<file path="src/hw/tafq_pkg.sv">
// Purpose: shared constants and types of the temperature alarm block
// Assumes: 9-bit resolution variant, 20 MHz system clock
// Notes:   register select codes follow the pointer register encoding
package tafq_pkg;

  // register select codes
  localparam logic [1:0] SEL_TEMP  = 2'h0;
  localparam logic [1:0] SEL_CFG   = 2'h1;
  localparam logic [1:0] SEL_LOWER = 2'h2;
  localparam logic [1:0] SEL_UPPER = 2'h3;

  // nine-bit left-justified field in every 16-bit value register
  localparam int LIM_MSB = 15;
  localparam int LIM_LSB = 7;
  localparam int LIM_W   = LIM_MSB - LIM_LSB + 1;
  localparam logic [LIM_LSB-1:0] LIM_PAD = 7'h00;

  // power-up values
  localparam logic [15:0] UPPER_RST  = 16'h5000;
  localparam logic [15:0] LOWER_RST  = 16'h4B00;
  localparam logic [15:0] TEMP_BLANK = 16'h8000;
  localparam logic [4:0]  CFG_RST    = 5'h00;

  // configuration fields
  localparam int CFG_SHDN_BIT  = 0;
  localparam int CFG_INT_BIT   = 1;
  localparam int CFG_POL_BIT   = 2;
  localparam int CFG_DEPTH_LSB = 3;
  localparam int CFG_DEPTH_MSB = 4;
  localparam int CFG_W         = 5;
  localparam logic [2:0] CFG_RSVD_ZERO = 3'h0;

  // fault queue depth codes and the count each selects
  localparam logic [1:0] DEPTH_CODE_1 = 2'h0;
  localparam logic [1:0] DEPTH_CODE_2 = 2'h1;
  localparam logic [1:0] DEPTH_CODE_4 = 2'h2;
  localparam logic [1:0] DEPTH_CODE_6 = 2'h3;
  localparam logic [2:0] DEPTH_1      = 3'h1;
  localparam logic [2:0] DEPTH_2      = 3'h2;
  localparam logic [2:0] DEPTH_4      = 3'h4;
  localparam logic [2:0] DEPTH_6      = 3'h6;
  localparam logic [2:0] CNT_ZERO     = 3'h0;
  localparam logic [2:0] CNT_ONE      = 3'h1;

  // conversion timing
  localparam int CLK_HZ           = 20_000_000;
  localparam int CONV_TIME_MS     = 133;
  localparam int CONV_CYCLES_DFLT = (CLK_HZ / 1000) * CONV_TIME_MS;
  localparam int CONV_CNT_W       = 22;
  localparam logic [CONV_CNT_W-1:0] CONV_CNT_ZERO = 22'h00_0000;
  localparam logic [CONV_CNT_W-1:0] CONV_CNT_ONE  = 22'h00_0001;

  // fault tracker states
  typedef enum logic [3:0] {
    FQ_WATCH_HIGH = 4'h1,
    FQ_ALARM_HIGH = 4'h2,
    FQ_WATCH_LOW  = 4'h4,
    FQ_ALARM_LOW  = 4'h8
  } tafq_state_t;

endpackage

</file>
<file path="src/hw/tafq_fq_if.sv">
// Purpose: carrier between the register side and the fault tracker
// Assumes: all signals synchronous to sys_clk
// Notes:   no clocking; both ends sit in the same domain
`timescale 1ns/1ps
interface tafq_fq_if;
  logic       sample;
  logic       above;
  logic       below;
  logic       clear;
  logic       int_mode;
  logic [2:0] depth;
  logic       host_read;
  logic       fault;

  modport ctl (output sample, output above, output below, output clear,
               output int_mode, output depth, output host_read, input fault);
  modport fq  (input sample, input above, input below, input clear,
               input int_mode, input depth, input host_read, output fault);
endinterface

</file>
<file path="src/hw/tafq_fault_queue.sv">
// Purpose: consecutive-reading fault queue and alarm state
// Assumes: sample is a one-cycle pulse per completed conversion
// Notes:   fault is polarity free; the pin polarity is applied by the top
`timescale 1ns/1ps
module tafq_fault_queue
  import tafq_pkg::*;
(
  input  wire logic sys_clk,
  input  wire logic rst_sync_b,
  tafq_fq_if.fq     fq
);

  tafq_state_t state_r;
  tafq_state_t state_nxt;
  logic [2:0]  cnt_r;
  logic [2:0]  cnt_nxt;
  logic        hit;
  logic [2:0]  cnt_inc;

  assign fq.fault = (state_r == FQ_ALARM_HIGH) || (state_r == FQ_ALARM_LOW);

  always_comb begin
    state_nxt = state_r;
    cnt_nxt   = cnt_r;
    hit       = 1'b0;
    cnt_inc   = cnt_r + CNT_ONE;
    if (fq.clear) begin
      // clearing also returns interrupt mode to watching the upper limit
      state_nxt = FQ_WATCH_HIGH;
      cnt_nxt   = CNT_ZERO;
    end else begin
      case (state_r)
        FQ_WATCH_HIGH: hit = fq.above;
        FQ_ALARM_HIGH: hit = !fq.int_mode && fq.below;
        FQ_WATCH_LOW:  hit = fq.below;
        FQ_ALARM_LOW:  hit = 1'b0;
        default:       hit = 1'b0;
      endcase
      if (fq.int_mode && fq.host_read && fq.fault) begin
        // any register read ends a latched interrupt and flips the watch
        state_nxt = (state_r == FQ_ALARM_HIGH) ? FQ_WATCH_LOW : FQ_WATCH_HIGH;
        cnt_nxt   = CNT_ZERO;
      end else if (fq.sample) begin
        if (!hit) begin
          cnt_nxt = CNT_ZERO;
        end else if (cnt_inc == fq.depth) begin
          cnt_nxt = CNT_ZERO;
          case (state_r)
            FQ_WATCH_HIGH: state_nxt = FQ_ALARM_HIGH;
            FQ_ALARM_HIGH: state_nxt = FQ_WATCH_HIGH;
            FQ_WATCH_LOW:  state_nxt = FQ_ALARM_LOW;
            default:       state_nxt = FQ_WATCH_HIGH;
          endcase
        end else begin
          cnt_nxt = cnt_inc;
        end
      end
    end
  end

  always_ff @(posedge sys_clk or negedge rst_sync_b) begin
    if (!rst_sync_b) begin
      state_r <= FQ_WATCH_HIGH;
      cnt_r   <= CNT_ZERO;
    end else begin
      state_r <= state_nxt;
      cnt_r   <= cnt_nxt;
    end
  end

endmodule

</file>
<file path="src/hw/tafq_top.sv">
// Purpose: alarm, limit and result register logic of a temperature sensor
// Assumes: a serial slave front end decodes address and pointer and gives
//          one-cycle read, write and stop strobes; adc_code is the converter
//          output, valid when a conversion period ends
// Notes:   9-bit resolution; the result keeps bits 15 to 7 only
`timescale 1ns/1ps
module tafq_top
  import tafq_pkg::*;
#(
  parameter int CONV_CYCLES = CONV_CYCLES_DFLT
) (
  input  wire logic        sys_clk,
  input  wire logic        rst_b,
  input  wire logic [1:0]  reg_sel,
  input  wire logic        reg_wr,
  input  wire logic [15:0] reg_wdata,
  input  wire logic        reg_rd,
  input  wire logic        bus_stop,
  input  wire logic [15:0] adc_code,
  output logic [15:0]      reg_rdata,
  output logic             conv_active,
  output logic             alarm_output
);

  localparam logic [CONV_CNT_W-1:0] CONV_LAST = CONV_CNT_W'(CONV_CYCLES - 1);

  // reset release synchroniser
  logic rst_meta_r;
  logic rst_sync_b;

  always_ff @(posedge sys_clk or negedge rst_b) begin
    if (!rst_b) begin
      rst_meta_r <= 1'b0;
      rst_sync_b <= 1'b0;
    end else begin
      rst_meta_r <= 1'b1;
      rst_sync_b <= rst_meta_r;
    end
  end

  tafq_fq_if fq_bus ();

  // register state
  logic [LIM_W-1:0]  upper_r;
  logic [LIM_W-1:0]  upper_nxt;
  logic [LIM_W-1:0]  lower_r;
  logic [LIM_W-1:0]  lower_nxt;
  logic [CFG_W-1:0]  cfg_r;
  logic [CFG_W-1:0]  cfg_nxt;
  logic [LIM_W-1:0]  temp_r;
  logic [LIM_W-1:0]  temp_nxt;
  logic              temp_blank_r;
  logic              temp_blank_nxt;
  logic [15:0]       rdata_r;
  logic [15:0]       rdata_nxt;

  // conversion state
  logic [CONV_CNT_W-1:0] conv_cnt_r;
  logic [CONV_CNT_W-1:0] conv_cnt_nxt;
  logic                  hold_r;
  logic                  hold_nxt;
  logic                  conv_done;
  logic                  running;

  // alarm pin
  logic alarm_r;
  logic alarm_nxt;

  logic             shutdown;
  logic             wr_clears;
  logic [LIM_W-1:0] code9;
  logic [15:0]      temp_view;
  logic [15:0]      rd_mux;

  assign shutdown  = cfg_r[CFG_SHDN_BIT];
  assign code9     = adc_code[LIM_MSB:LIM_LSB];
  assign wr_clears = reg_wr && (reg_sel != SEL_TEMP);
  assign running   = !shutdown && !hold_r;
  assign conv_done = running && (conv_cnt_r == CONV_LAST);

  // result as the host sees it; blank from the shutdown write onward, not one
  // cycle later, and until a fresh conversion lands after leaving shutdown
  assign temp_view = (temp_blank_r || shutdown) ? TEMP_BLANK
                                                : {temp_r, LIM_PAD};

  always_comb begin
    case (reg_sel)
      SEL_TEMP:  rd_mux = temp_view;
      SEL_CFG:   rd_mux = {8'h00, CFG_RSVD_ZERO, cfg_r};
      SEL_LOWER: rd_mux = {lower_r, LIM_PAD};
      SEL_UPPER: rd_mux = {upper_r, LIM_PAD};
      default:   rd_mux = 16'h0000;
    endcase
  end

  // host register writes and read capture
  always_comb begin
    upper_nxt = upper_r;
    lower_nxt = lower_r;
    cfg_nxt   = cfg_r;
    rdata_nxt = rdata_r;
    if (reg_wr) begin
      case (reg_sel)
        SEL_UPPER: upper_nxt = reg_wdata[LIM_MSB:LIM_LSB];
        SEL_LOWER: lower_nxt = reg_wdata[LIM_MSB:LIM_LSB];
        SEL_CFG:   cfg_nxt   = reg_wdata[CFG_W-1:0];
        default:   cfg_nxt   = cfg_r;
      endcase
    end
    if (reg_rd) begin
      rdata_nxt = rd_mux;
    end
  end

  always_ff @(posedge sys_clk or negedge rst_sync_b) begin
    if (!rst_sync_b) begin
      upper_r <= UPPER_RST[LIM_MSB:LIM_LSB];
      lower_r <= LOWER_RST[LIM_MSB:LIM_LSB];
      cfg_r   <= CFG_RST;
      rdata_r <= 16'h0000;
    end else begin
      upper_r <= upper_nxt;
      lower_r <= lower_nxt;
      cfg_r   <= cfg_nxt;
      rdata_r <= rdata_nxt;
    end
  end

  // conversion timer, abort on result read, resume on stop
  always_comb begin
    conv_cnt_nxt   = conv_cnt_r;
    hold_nxt       = hold_r;
    temp_nxt       = temp_r;
    temp_blank_nxt = temp_blank_r;
    if (shutdown) begin
      conv_cnt_nxt   = CONV_CNT_ZERO;
      temp_blank_nxt = 1'b1;
    end else if (conv_done) begin
      conv_cnt_nxt   = CONV_CNT_ZERO;
      temp_nxt       = code9;
      temp_blank_nxt = 1'b0;
    end else if (running) begin
      conv_cnt_nxt = conv_cnt_r + CONV_CNT_ONE;
    end
    // a result read wins over a conversion ending in the same cycle,
    // so the value the host just captured is not replaced mid-transaction
    if (reg_rd && (reg_sel == SEL_TEMP) && !shutdown) begin
      hold_nxt     = 1'b1;
      conv_cnt_nxt = CONV_CNT_ZERO;
      if (conv_done) begin
        temp_nxt       = temp_r;
        temp_blank_nxt = temp_blank_r;
      end
    end else if (bus_stop) begin
      hold_nxt = 1'b0;
    end
  end

  always_ff @(posedge sys_clk or negedge rst_sync_b) begin
    if (!rst_sync_b) begin
      conv_cnt_r   <= CONV_CNT_ZERO;
      hold_r       <= 1'b0;
      temp_r       <= TEMP_BLANK[LIM_MSB:LIM_LSB];
      temp_blank_r <= 1'b1;
    end else begin
      conv_cnt_r   <= conv_cnt_nxt;
      hold_r       <= hold_nxt;
      temp_r       <= temp_nxt;
      temp_blank_r <= temp_blank_nxt;
    end
  end

  // fault tracker hookup; the sample is the fresh code, not the old result
  logic               take_sample;
  logic [2:0]         depth_sel;

  always_comb begin
    case (cfg_r[CFG_DEPTH_MSB:CFG_DEPTH_LSB])
      DEPTH_CODE_1: depth_sel = DEPTH_1;
      DEPTH_CODE_2: depth_sel = DEPTH_2;
      DEPTH_CODE_4: depth_sel = DEPTH_4;
      DEPTH_CODE_6: depth_sel = DEPTH_6;
      default:      depth_sel = DEPTH_1;
    endcase
  end

  // an aborted conversion produces no sample
  assign take_sample = conv_done && !(reg_rd && (reg_sel == SEL_TEMP));

  assign fq_bus.sample    = take_sample;
  assign fq_bus.above     = $signed(code9) > $signed(upper_r);
  assign fq_bus.below     = $signed(code9) < $signed(lower_r);
  assign fq_bus.clear     = shutdown || wr_clears;
  assign fq_bus.int_mode  = cfg_r[CFG_INT_BIT];
  assign fq_bus.depth     = depth_sel;
  assign fq_bus.host_read = reg_rd;

  tafq_fault_queue u_fault_queue (
    .sys_clk    (sys_clk),
    .rst_sync_b (rst_sync_b),
    .fq         (fq_bus)
  );

  // polarity applied only here, after the tracker
  always_comb begin
    alarm_nxt = cfg_r[CFG_POL_BIT] ? fq_bus.fault : !fq_bus.fault;
  end

  always_ff @(posedge sys_clk or negedge rst_sync_b) begin
    if (!rst_sync_b) begin
      alarm_r <= 1'b1;
    end else begin
      alarm_r <= alarm_nxt;
    end
  end

  // conv_active from a flop so the pin stays glitch free
  logic conv_active_r;

  always_ff @(posedge sys_clk or negedge rst_sync_b) begin
    if (!rst_sync_b) begin
      conv_active_r <= 1'b0;
    end else begin
      conv_active_r <= !shutdown && !hold_nxt;
    end
  end

  assign reg_rdata    = rdata_r;
  assign conv_active  = conv_active_r;
  assign alarm_output = alarm_r;

endmodule

</file>
<file path="config.mk">
export PLATFORM = sky130hd
export DESIGN_NAME = tafq_top
export DESIGN_NICKNAME = d
export VERILOG_FILES = /design/src/hw/tafq_pkg.sv /design/src/hw/tafq_fq_if.sv /design/src/hw/tafq_fault_queue.sv /design/src/hw/tafq_top.sv
export SDC_FILE = /design/constraint.sdc
export NUM_CORES = 1
export LEC_CHECK = 0
export ABC_AREA = 1
export BUFFER_PORTS_ARGS = -buffer_cell sky130_fd_sc_hd__buf_2
export CAP_MARGIN = 30
export CORE_MARGIN = 2
export CORE_UTILIZATION = 63
export CTS_CLUSTER_SIZE = 30
export DETAILED_ROUTE_END_ITERATION = 8
export GPL_TIMING_DRIVEN = 0
export PLACE_DENSITY_LB_ADDON = 0.2
export SKIP_LAST_GASP = 1
export SYNTH_ARGS = -nofsm -noshare
export SYNTH_HDL_FRONTEND = slang
export SYNTH_SLANG_ARGS = --single-unit
export TNS_END_PERCENT = 50
</file>
<file path="constraint.sdc">
create_clock -name sys_clk -period 6.6 [get_ports sys_clk]
set_clock_uncertainty 0.2 [all_clocks]
set_input_delay 0 -clock sys_clk [delete_from_list [all_inputs] [get_ports sys_clk]]
set_output_delay 0 -clock sys_clk [all_outputs]
set_load 0.005 [all_outputs]
</file>
==> flow_metrics.tcl, run 1 <==
set metrics [dict create \
    timing_max_transition_violations_final 0 \
    floorplan.io_pins 57 \
    part_of_the_yosys_area_used_for_sequential_elements 0.462 \
    final_min_period_over_clock_period 0.355 \
    setup_violations 0 \
    cts_hold_buffers 30 \
    finalHoldViolCount 0 \
    netlist_instances 553 \
    insertedDiodeCount 0 \
    finalNonFillerCells 742 \
    vdd_drop_max_mv 0.148 \
    min_path_type "flip-flop to async pin" \
    pwrdens_nw_per_um2 222 \
    layout-area-overhead-vs-synth_pct 19.8 \
    wl_per_cell_um 14.8 \
    post-cts-setup-buffer-count 0 \
    dr.pass1.iters 5 \
    max_cap_violations 0 \
    drt_drc_violations_left 0 \
    htree_levels 3 \
    cts-resized-gates 0 \
    total_leakage_power_nw 2.61 \
    worstPathArrival_ns 2.45 \
    clock_tree_root_driver_cell "sky130_fd_sc_hd__clkbuf_8" \
    grt_pass1_wl_um 18500 \
    netlist-cell-type-count 35 \
    grt-ovfl-total 0 \
    floorplan.core_area_um2 6790 \
    crit_path_max_fanout 5 \
    crit_path_start_kind "flip-flop" \
    vias_per_cell 5.48 \
    clock_path_buffers 2 \
    drtIter0Drc 376 \
    height_of_the_die_um 87.7 \
    die_area_um2 7700 \
    totalWireLength_um 11000 \
    cts_made_buffers 9 \
    period_minus_slack_ns 2.34 \
    grt_setup_unrepaired "false" \
    floorplan.die.width_um 87.7 \
    synthesis.area_per_instance_um2 7.99 \
    finalWorstSetupSlack_ns 4.26 \
    fin_util 0.779 \
    worst_setup_path_end_kind "flip-flop" \
    critPathKind "flip-flop to flip-flop" \
    cell_area_after_placement_um2 4800 \
    cts_tree "done" \
    syn-cell-area_um2 4420 \
    fmax_mhz 426 \
    fin_setup_tns_ns 0 \
    layout.cell_area.non_filler_um2 5290 \
    grt_max_degree 62 \
    worst-endpoint-required_ns 6.70 \
    numPlacedInstances 696 \
    worst_setup_hold_path_clk_slew_ns 0.09 \
    worstSkewPairLatency_ns 0.36 \
    num_rows 30 \
    post_route_cells_drive_above_1_share 0.161 \
    placement.setup.worst_slack_ns 4.39 \
    starting_density 0.650 \
    vias 4064 \
    post-dp-hpwl_um 7580 \
    first_global_vias 4057 \
    maxSlewHeadroom 0.614 \
    finalWeightedCongestion 0.927 \
    max_slew.worst_pin.slew_ns 0.578 \
    final_antenna_net_count 0 \
    numClockSinks 81 \
    final_net_count 699 \
    global_route.usage.total 0.312 \
    grt_antenna_before_repair 0 \
    total_power_mw 1.18 \
    yosys_register_bits 81 \
    synth.yosys.warnings 0 \
    status "finished clean" \
    fin_hold_ws_ns 0.00434 \
    place.port_buffers 45 \
]
==> critical path, cell delays in order (launching register included) <==
cell,delay (ns)
sky130_fd_sc_hd__dfstp_2,0.56
sky130_fd_sc_hd__inv_1,0.04
sky130_fd_sc_hd__ha_1,0.29
sky130_fd_sc_hd__nand2_1,0.09
sky130_fd_sc_hd__inv_1,0.04
sky130_fd_sc_hd__a21oi_1,0.25
sky130_fd_sc_hd__nand3_1,0.11
sky130_fd_sc_hd__nand2_1,0.07
sky130_fd_sc_hd__nand3_1,0.08
sky130_fd_sc_hd__nand2_1,0.20
sky130_fd_sc_hd__nand2_2,0.13
sky130_fd_sc_hd__nand2_2,0.09
sky130_fd_sc_hd__nand2_1,0.07
sky130_fd_sc_hd__nand2_1,0.07
==> worst paths after layout <==
| kind | from | to | slack (ns) | cells past startpoint |
|---|---|---|---|---|
| worst max-delay path | upper_r[7] | u_fault_queue.state_r[0] | 4.26 | 13 |
| worst min-delay path | rst_sync_b | reg_rdata[2] | 0.004 | 0 |
| worst max register to register | upper_r[7] | u_fault_queue.state_r[0] | 4.26 | 13 |
| worst min register to register | rst_sync_b | reg_rdata[2] | 0.004 | 0 |
| max in group asynchronous | rst_sync_b | upper_r[7] | 5.57 | 1 |
| min in group sys_clk | rst_meta_r | rst_sync_b | 0.18 | 0 |
==> power by group <==
group / total [mW] / internal, mW / switching, mW
sequential: 0.580 / 0.544 / 0.0357
clock: 0.371 / 0.176 / 0.194
combinational: 0.227 / 0.0938 / 0.133
==> cell usage after synthesis <==
cell type | n | area share
sky130_fd_sc_hd__mux2_2 | 4 | 0.010
sky130_fd_sc_hd__nor4_1 | 4 | 0.0057
sky130_fd_sc_hd__conb_1 | 2 | 0.0017
sky130_fd_sc_hd__nand2_2 | 6 | 0.0085
sky130_fd_sc_hd__dfstp_2 | 10 | 0.059
sky130_fd_sc_hd__o22ai_1 | 6 | 0.0085
sky130_fd_sc_hd__nor2_1 | 36 | 0.031
sky130_fd_sc_hd__nor2_2 | 7 | 0.0099
sky130_fd_sc_hd__ha_1 | 19 | 0.054
sky130_fd_sc_hd__a22o_1 | 1 | 0.0020
sky130_fd_sc_hd__xor2_1 | 4 | 0.0079
sky130_fd_sc_hd__o21ai_0 | 55 | 0.062
sky130_fd_sc_hd__nor3b_1 | 1 | 0.0017
sky130_fd_sc_hd__or2_2 | 2 | 0.0028
sky130_fd_sc_hd__nand3_1 | 31 | 0.035
sky130_fd_sc_hd__clkinv_2 | 1 | 0.0011
sky130_fd_sc_hd__nand3_2 | 2 | 0.0045
sky130_fd_sc_hd__nand4_1 | 11 | 0.016
sky130_fd_sc_hd__xnor2_1 | 3 | 0.0059
sky130_fd_sc_hd__o21ai_1 | 1 | 0.0011
sky130_fd_sc_hd__a21oi_1 | 15 | 0.017
sky130_fd_sc_hd__dfrtp_1 | 71 | 0.40
sky130_fd_sc_hd__nor3_2 | 1 | 0.0023
sky130_fd_sc_hd__inv_2 | 1 | 0.00085
sky130_fd_sc_hd__a221oi_1 | 10 | 0.020
sky130_fd_sc_hd__inv_1 | 86 | 0.073
sky130_fd_sc_hd__buf_4 | 4 | 0.0068
sky130_fd_sc_hd__buf_6 | 1 | 0.0025
sky130_fd_sc_hd__a31oi_1 | 3 | 0.0042
sky130_fd_sc_hd__nor3_1 | 9 | 0.010
sky130_fd_sc_hd__o211ai_1 | 1 | 0.0017
sky130_fd_sc_hd__nor3_4 | 2 | 0.0074
sky130_fd_sc_hd__clkbuf_1 | 5 | 0.0042
sky130_fd_sc_hd__nand2_1 | 137 | 0.12
sky130_fd_sc_hd__o211ai_2 | 1 | 0.0028
==> cells by family after synthesis <==
group,count (synthesis),share of synthesized area
compound gates,93,0.120
xor+xnor,7,0.0139
fa+ha+maj,19,0.0538
buf+inv,98,0.0886
flops,81,0.462
mux,4,0.0102
other cells,2,0.00170
simple gates,249,0.251
==> flip-flops by register name (all words and copies together), names as in the netlist <==
signal                 count
conv_cnt_r                22
reg_rdata                 14
lower_r                    9
temp_r                     9
upper_r                    9
cfg_r                      5
u_fault_queue.state_r      4
u_fault_queue.cnt_r        3
alarm_output               1
conv_active                1
hold_r                     1
rst_meta_r                 1
rst_sync_b                 1
temp_blank_r               1
==> layout by cell type, fill, tap and decap left out, types with 10 or more instances in the layout <==
| cell type | Yosys | final |
|---|---|---|
| sky130_fd_sc_hd__a21oi_1 | 15 | 15 |
| sky130_fd_sc_hd__a221oi_1 | 10 | 10 |
| sky130_fd_sc_hd__buf_2 | 0 | 45 |
| sky130_fd_sc_hd__dfrtp_1 | 71 | 70 |
| sky130_fd_sc_hd__dfstp_2 | 10 | 10 |
| sky130_fd_sc_hd__dlygate4sd3_1 | 0 | 30 |
| sky130_fd_sc_hd__ha_1 | 19 | 19 |
| sky130_fd_sc_hd__inv_1 | 86 | 86 |
| sky130_fd_sc_hd__nand2_1 | 137 | 137 |
| sky130_fd_sc_hd__nand3_1 | 31 | 31 |
| sky130_fd_sc_hd__nand4_1 | 11 | 11 |
| sky130_fd_sc_hd__nor2_1 | 36 | 36 |
| sky130_fd_sc_hd__o21ai_0 | 55 | 55 |
==> layer usage <==
metal  part of all wire  GRT usage  up-vias  wire [um]
li1                   -          -     1969          -
met1               0.41      0.393     1916       4540
met2               0.51      0.525      157       5620
met3              0.061     0.0594       22        667
met4              0.017      0.134        0        183
met5                  0          0        -          0
==> cell type report <==
type | count | area [um2]
Multi-Input combinational cell | 375 | 1990
Buffer | 10 | 60.1
Fill cell | 487 | 1500
Sequential cell | 81 | 2040
Tap cell | 96 | 120
Timing Repair Buffer | 76 | 553
Clock inverter | 6 | 67.6
Clock buffer | 10 | 128
Inverter | 88 | 332
(Power assumes the default switching activity.)
==> run 2, diff against run 1 <==
--- a/config.mk
+++ b/config.mk
@@ -9,7 +9,7 @@
 export BUFFER_PORTS_ARGS = -buffer_cell sky130_fd_sc_hd__buf_2
 export CAP_MARGIN = 30
 export CORE_MARGIN = 2
-export CORE_UTILIZATION = 63
+export CORE_UTILIZATION = 52
 export CTS_CLUSTER_SIZE = 30
 export DETAILED_ROUTE_END_ITERATION = 8
 export GPL_TIMING_DRIVEN = 0
==> constraint.sdc (replaced) <==
create_clock -name sys_clk -period 1.95 [get_ports sys_clk]
set_clock_uncertainty 0.2 [all_clocks]
set_input_delay 0 -clock sys_clk [delete_from_list [all_inputs] [get_ports sys_clk]]
set_output_delay 0 -clock sys_clk [all_outputs]
set_load 0.005 [all_outputs]
==> run 2 against run 1 <==
  * The run now ends with negative hold slack, negative setup slack left
  * Fmax rose by 15%
  * Non-clock buffer count increased by 35
  * Count of clock-buffer cells in the layout stayed put
  * Sequential share of layout area down 3.8 points
  * Register-to-register slack worse by 4.3 ns
  * Largest cell class is now multi-input combinational cells
  * Die area rose by 20%
  * Global-route usage decreased by 5.0 points
  * Worst hold slack worse by 0.0054 ns
  * Combinational power rose to 4.5 times the previous value
  * Sequential power rose to 3.4 times the previous value
  * Worst setup slack got worse by 4.3 ns
  * Critical endpoint is now u_fault_queue.cnt_r[1]
  * Final cell count is 5.9% higher
==> flow_metrics.tcl, run 2 (synthesis gave the netlist of run 1 again) <==
set metrics [dict create \
    worst-endpoint-required_ns 2.02 \
    final-seq-area_um2 2040 \
    grt-ovfl-total 0 \
    post-dp-hpwl_um 7580 \
    dr.pass1.iters 6 \
    crit_path_max_incr_delay_ns 0.55 \
    multi_input_area_um2 2270 \
    height_of_the_die_um 96.2 \
    max_slew.worst_pin.slew_ns 0.668 \
    vias 4242 \
    ff2ff_path_depth 12 \
    commonest_non_fill_non_tap_cell_in_the_layout "sky130_fd_sc_hd__nand2_1" \
    finalWorstSetupSlack_ns -0.0946 \
    crit_top_cell "sky130_fd_sc_hd__nand3_2" \
    cell_area_after_placement_um2 4810 \
    final_min_period_over_clock_period 1.05 \
    failed_checks "negative hold slack, negative setup slack" \
    timing_max_transition_violations_final 0 \
    min_path_type "flip-flop to async pin" \
    fillerInstances 624 \
    cp_slowest_cell "sky130_fd_sc_hd__dfstp_2" \
    worstSkewPairLatency_ns 0.37 \
    wl_per_cell_um 15.2 \
    setup_violations 11 \
    starting_density 0.538 \
    cts_made_buffers 9 \
    top_register "conv_cnt_r" \
    layout_common_cells "sky130_fd_sc_hd__nand2_1 (121), sky130_fd_sc_hd__inv_1 (80), sky130_fd_sc_hd__dfrtp_1 (69)" \
    floorplan.core_area_um2 8220 \
    die_area_um2 9250 \
    final_antenna_net_count 0 \
    global_route.usage.total 0.262 \
    grt_setup_unrepaired "true" \
    fmax_mhz 489 \
    maxSlewHeadroom 0.554 \
    fin_util 0.715 \
    status "complete, but fails checks" \
    number_of_flip_flops_under_the_largest_register_name 22 \
    place.port_buffers 45 \
    final_net_count 734 \
    crit_path_start_kind "flip-flop" \
    path_delay_family "simple AND/OR/NAND/NOR gates" \
    pwrdens_nw_per_um2 712 \
    worst-path-buf-inv 2 \
    grt_antenna_before_repair 0 \
    layout.cell_area.non_filler_um2 5870 \
    crit_path_max_fanout 3 \
    finalNonFillerCells 786 \
    insertedDiodeCount 0 \
    clock_path_buffers 2 \
    first_global_vias 4069 \
    cts_tree "done" \
    grt_max_degree 64 \
    ordered_list_of_cells_on_the_worst_path "inv_1 > ha_4 > nand2_2 > nor2_4 > nand3_2 > nand3_2 > nand2_2 > nand3_2 > nand2_4 > buf_4 > nand3_1 > nand2_1" \
    num_rows 33 \
    vdd_drop_max_mv 0.474 \
    finalHoldViolCount 3 \
    floorplan.die.width_um 96.2 \
    layout-area-overhead-vs-synth_pct 32.9 \
    floorplan.io_pins 57 \
    post_route_cells_drive_above_1_share 0.272 \
    max_cap_violations 0 \
    period_minus_slack_ns 2.04 \
    worst_setup_hold_path_clk_slew_ns 0.09 \
    number_of_cells_on_the_critical_path 12 \
    numClockSinks 81 \
    grt_pass1_wl_um 18300 \
    total_leakage_power_nw 2.82 \
    worst_setup_path_end_kind "flip-flop" \
    drt_drc_violations_left 0 \
    numPlacedInstances 705 \
    finalWeightedCongestion 0.938 \
    fin_setup_tns_ns -0.638 \
    drtIter0Drc 229 \
    vias_per_cell 5.40 \
    clock_tree_root_driver_cell "sky130_fd_sc_hd__clkbuf_8" \
    worstPathArrival_ns 2.12 \
    critPathKind "flip-flop to flip-flop" \
    fin_hold_ws_ns -0.00104 \
    htree_levels 3 \
    totalWireLength_um 11900 \
]
-- run 2: changes by cell type in the layout (fill, tap and decap cells not counted), sizes merged --
cell / change
inv: +1
bufinv: -1
dlygate4sd3: +5
buf: +30
-- run 2: final timing paths --
path	from	endpoint	slack, ns
worst max-delay path	lower_r[7]	u_fault_queue.cnt_r[1]	-0.09
worst min-delay path	rst_sync_b	cfg_r[3]	-0.001
worst max register to register	lower_r[7]	u_fault_queue.cnt_r[1]	-0.09
worst min register to register	rst_sync_b	cfg_r[3]	-0.001
max in group asynchronous	rst_sync_b	lower_r[2]	0.93
min in group sys_clk	reg_sel[1]	reg_rdata[13]	0.05
-- run 2: cell type report --
type                    instances  area share
flip-flops and latches         81       0.348
repair buffers                112       0.144
inverters                      88      0.0575
clock buffers                  10      0.0234
multi-input cells             375       0.387
well taps                     105      0.0224
clock inverters                 6     0.00852
plain buffers                   9     0.00895
-- run 2: timing repair --
action | CTS | global route
setup buffers | 15 | 15
cloned | 1 | 0
hold buffers | 35 | 0
hold endpoints to repair | 47 | 0
pin swaps | 15 | 25
resized for setup | 29 | 52
endpoints found under the setup margin | 29 | 37
-- run 2: per-stage QoR --
step           setup slack, ns  power [mW]  hold slack, ns
3_3_place_gp            -0.192        2.66          -0.414
4_1_cts                -0.0579        4.05         0.00735
2_1_floorplan          0.00601        2.44          -0.496
6_report               -0.0946        4.18        -0.00104
3_5_place_dp            -0.222        2.69          -0.413
5_1_grt                 -0.211        4.40          0.0283
-- run 2: per-layer routing --
layer  up-vias  part of all wire  track usage
li1       2048                 -            -
met1      2034              0.42        0.319
met2       133              0.50        0.446
met3        27             0.050       0.0611
met4         0             0.023        0.104
met5         -                 0            0
-- run 2: power breakdown --
part | total [mW] | switching (mW) | leakage (nW) | internal, mW
registers | 1.96 | 0.121 | 1.01 | 1.84
logic | 1.02 | 0.558 | 1.72 | 0.461
clock network | 1.20 | 0.688 | 0.0895 | 0.511
total | 4.18 | 1.37 | 2.82 | 2.81
-- run 2: worst register-to-register path, delay by kind of cell, from the launching register on --
kind	cells	cell delay, ns
buf+inv	2	0.22
simple gates	9	0.72
flops	1	0.55
fa+ha+maj	1	0.26
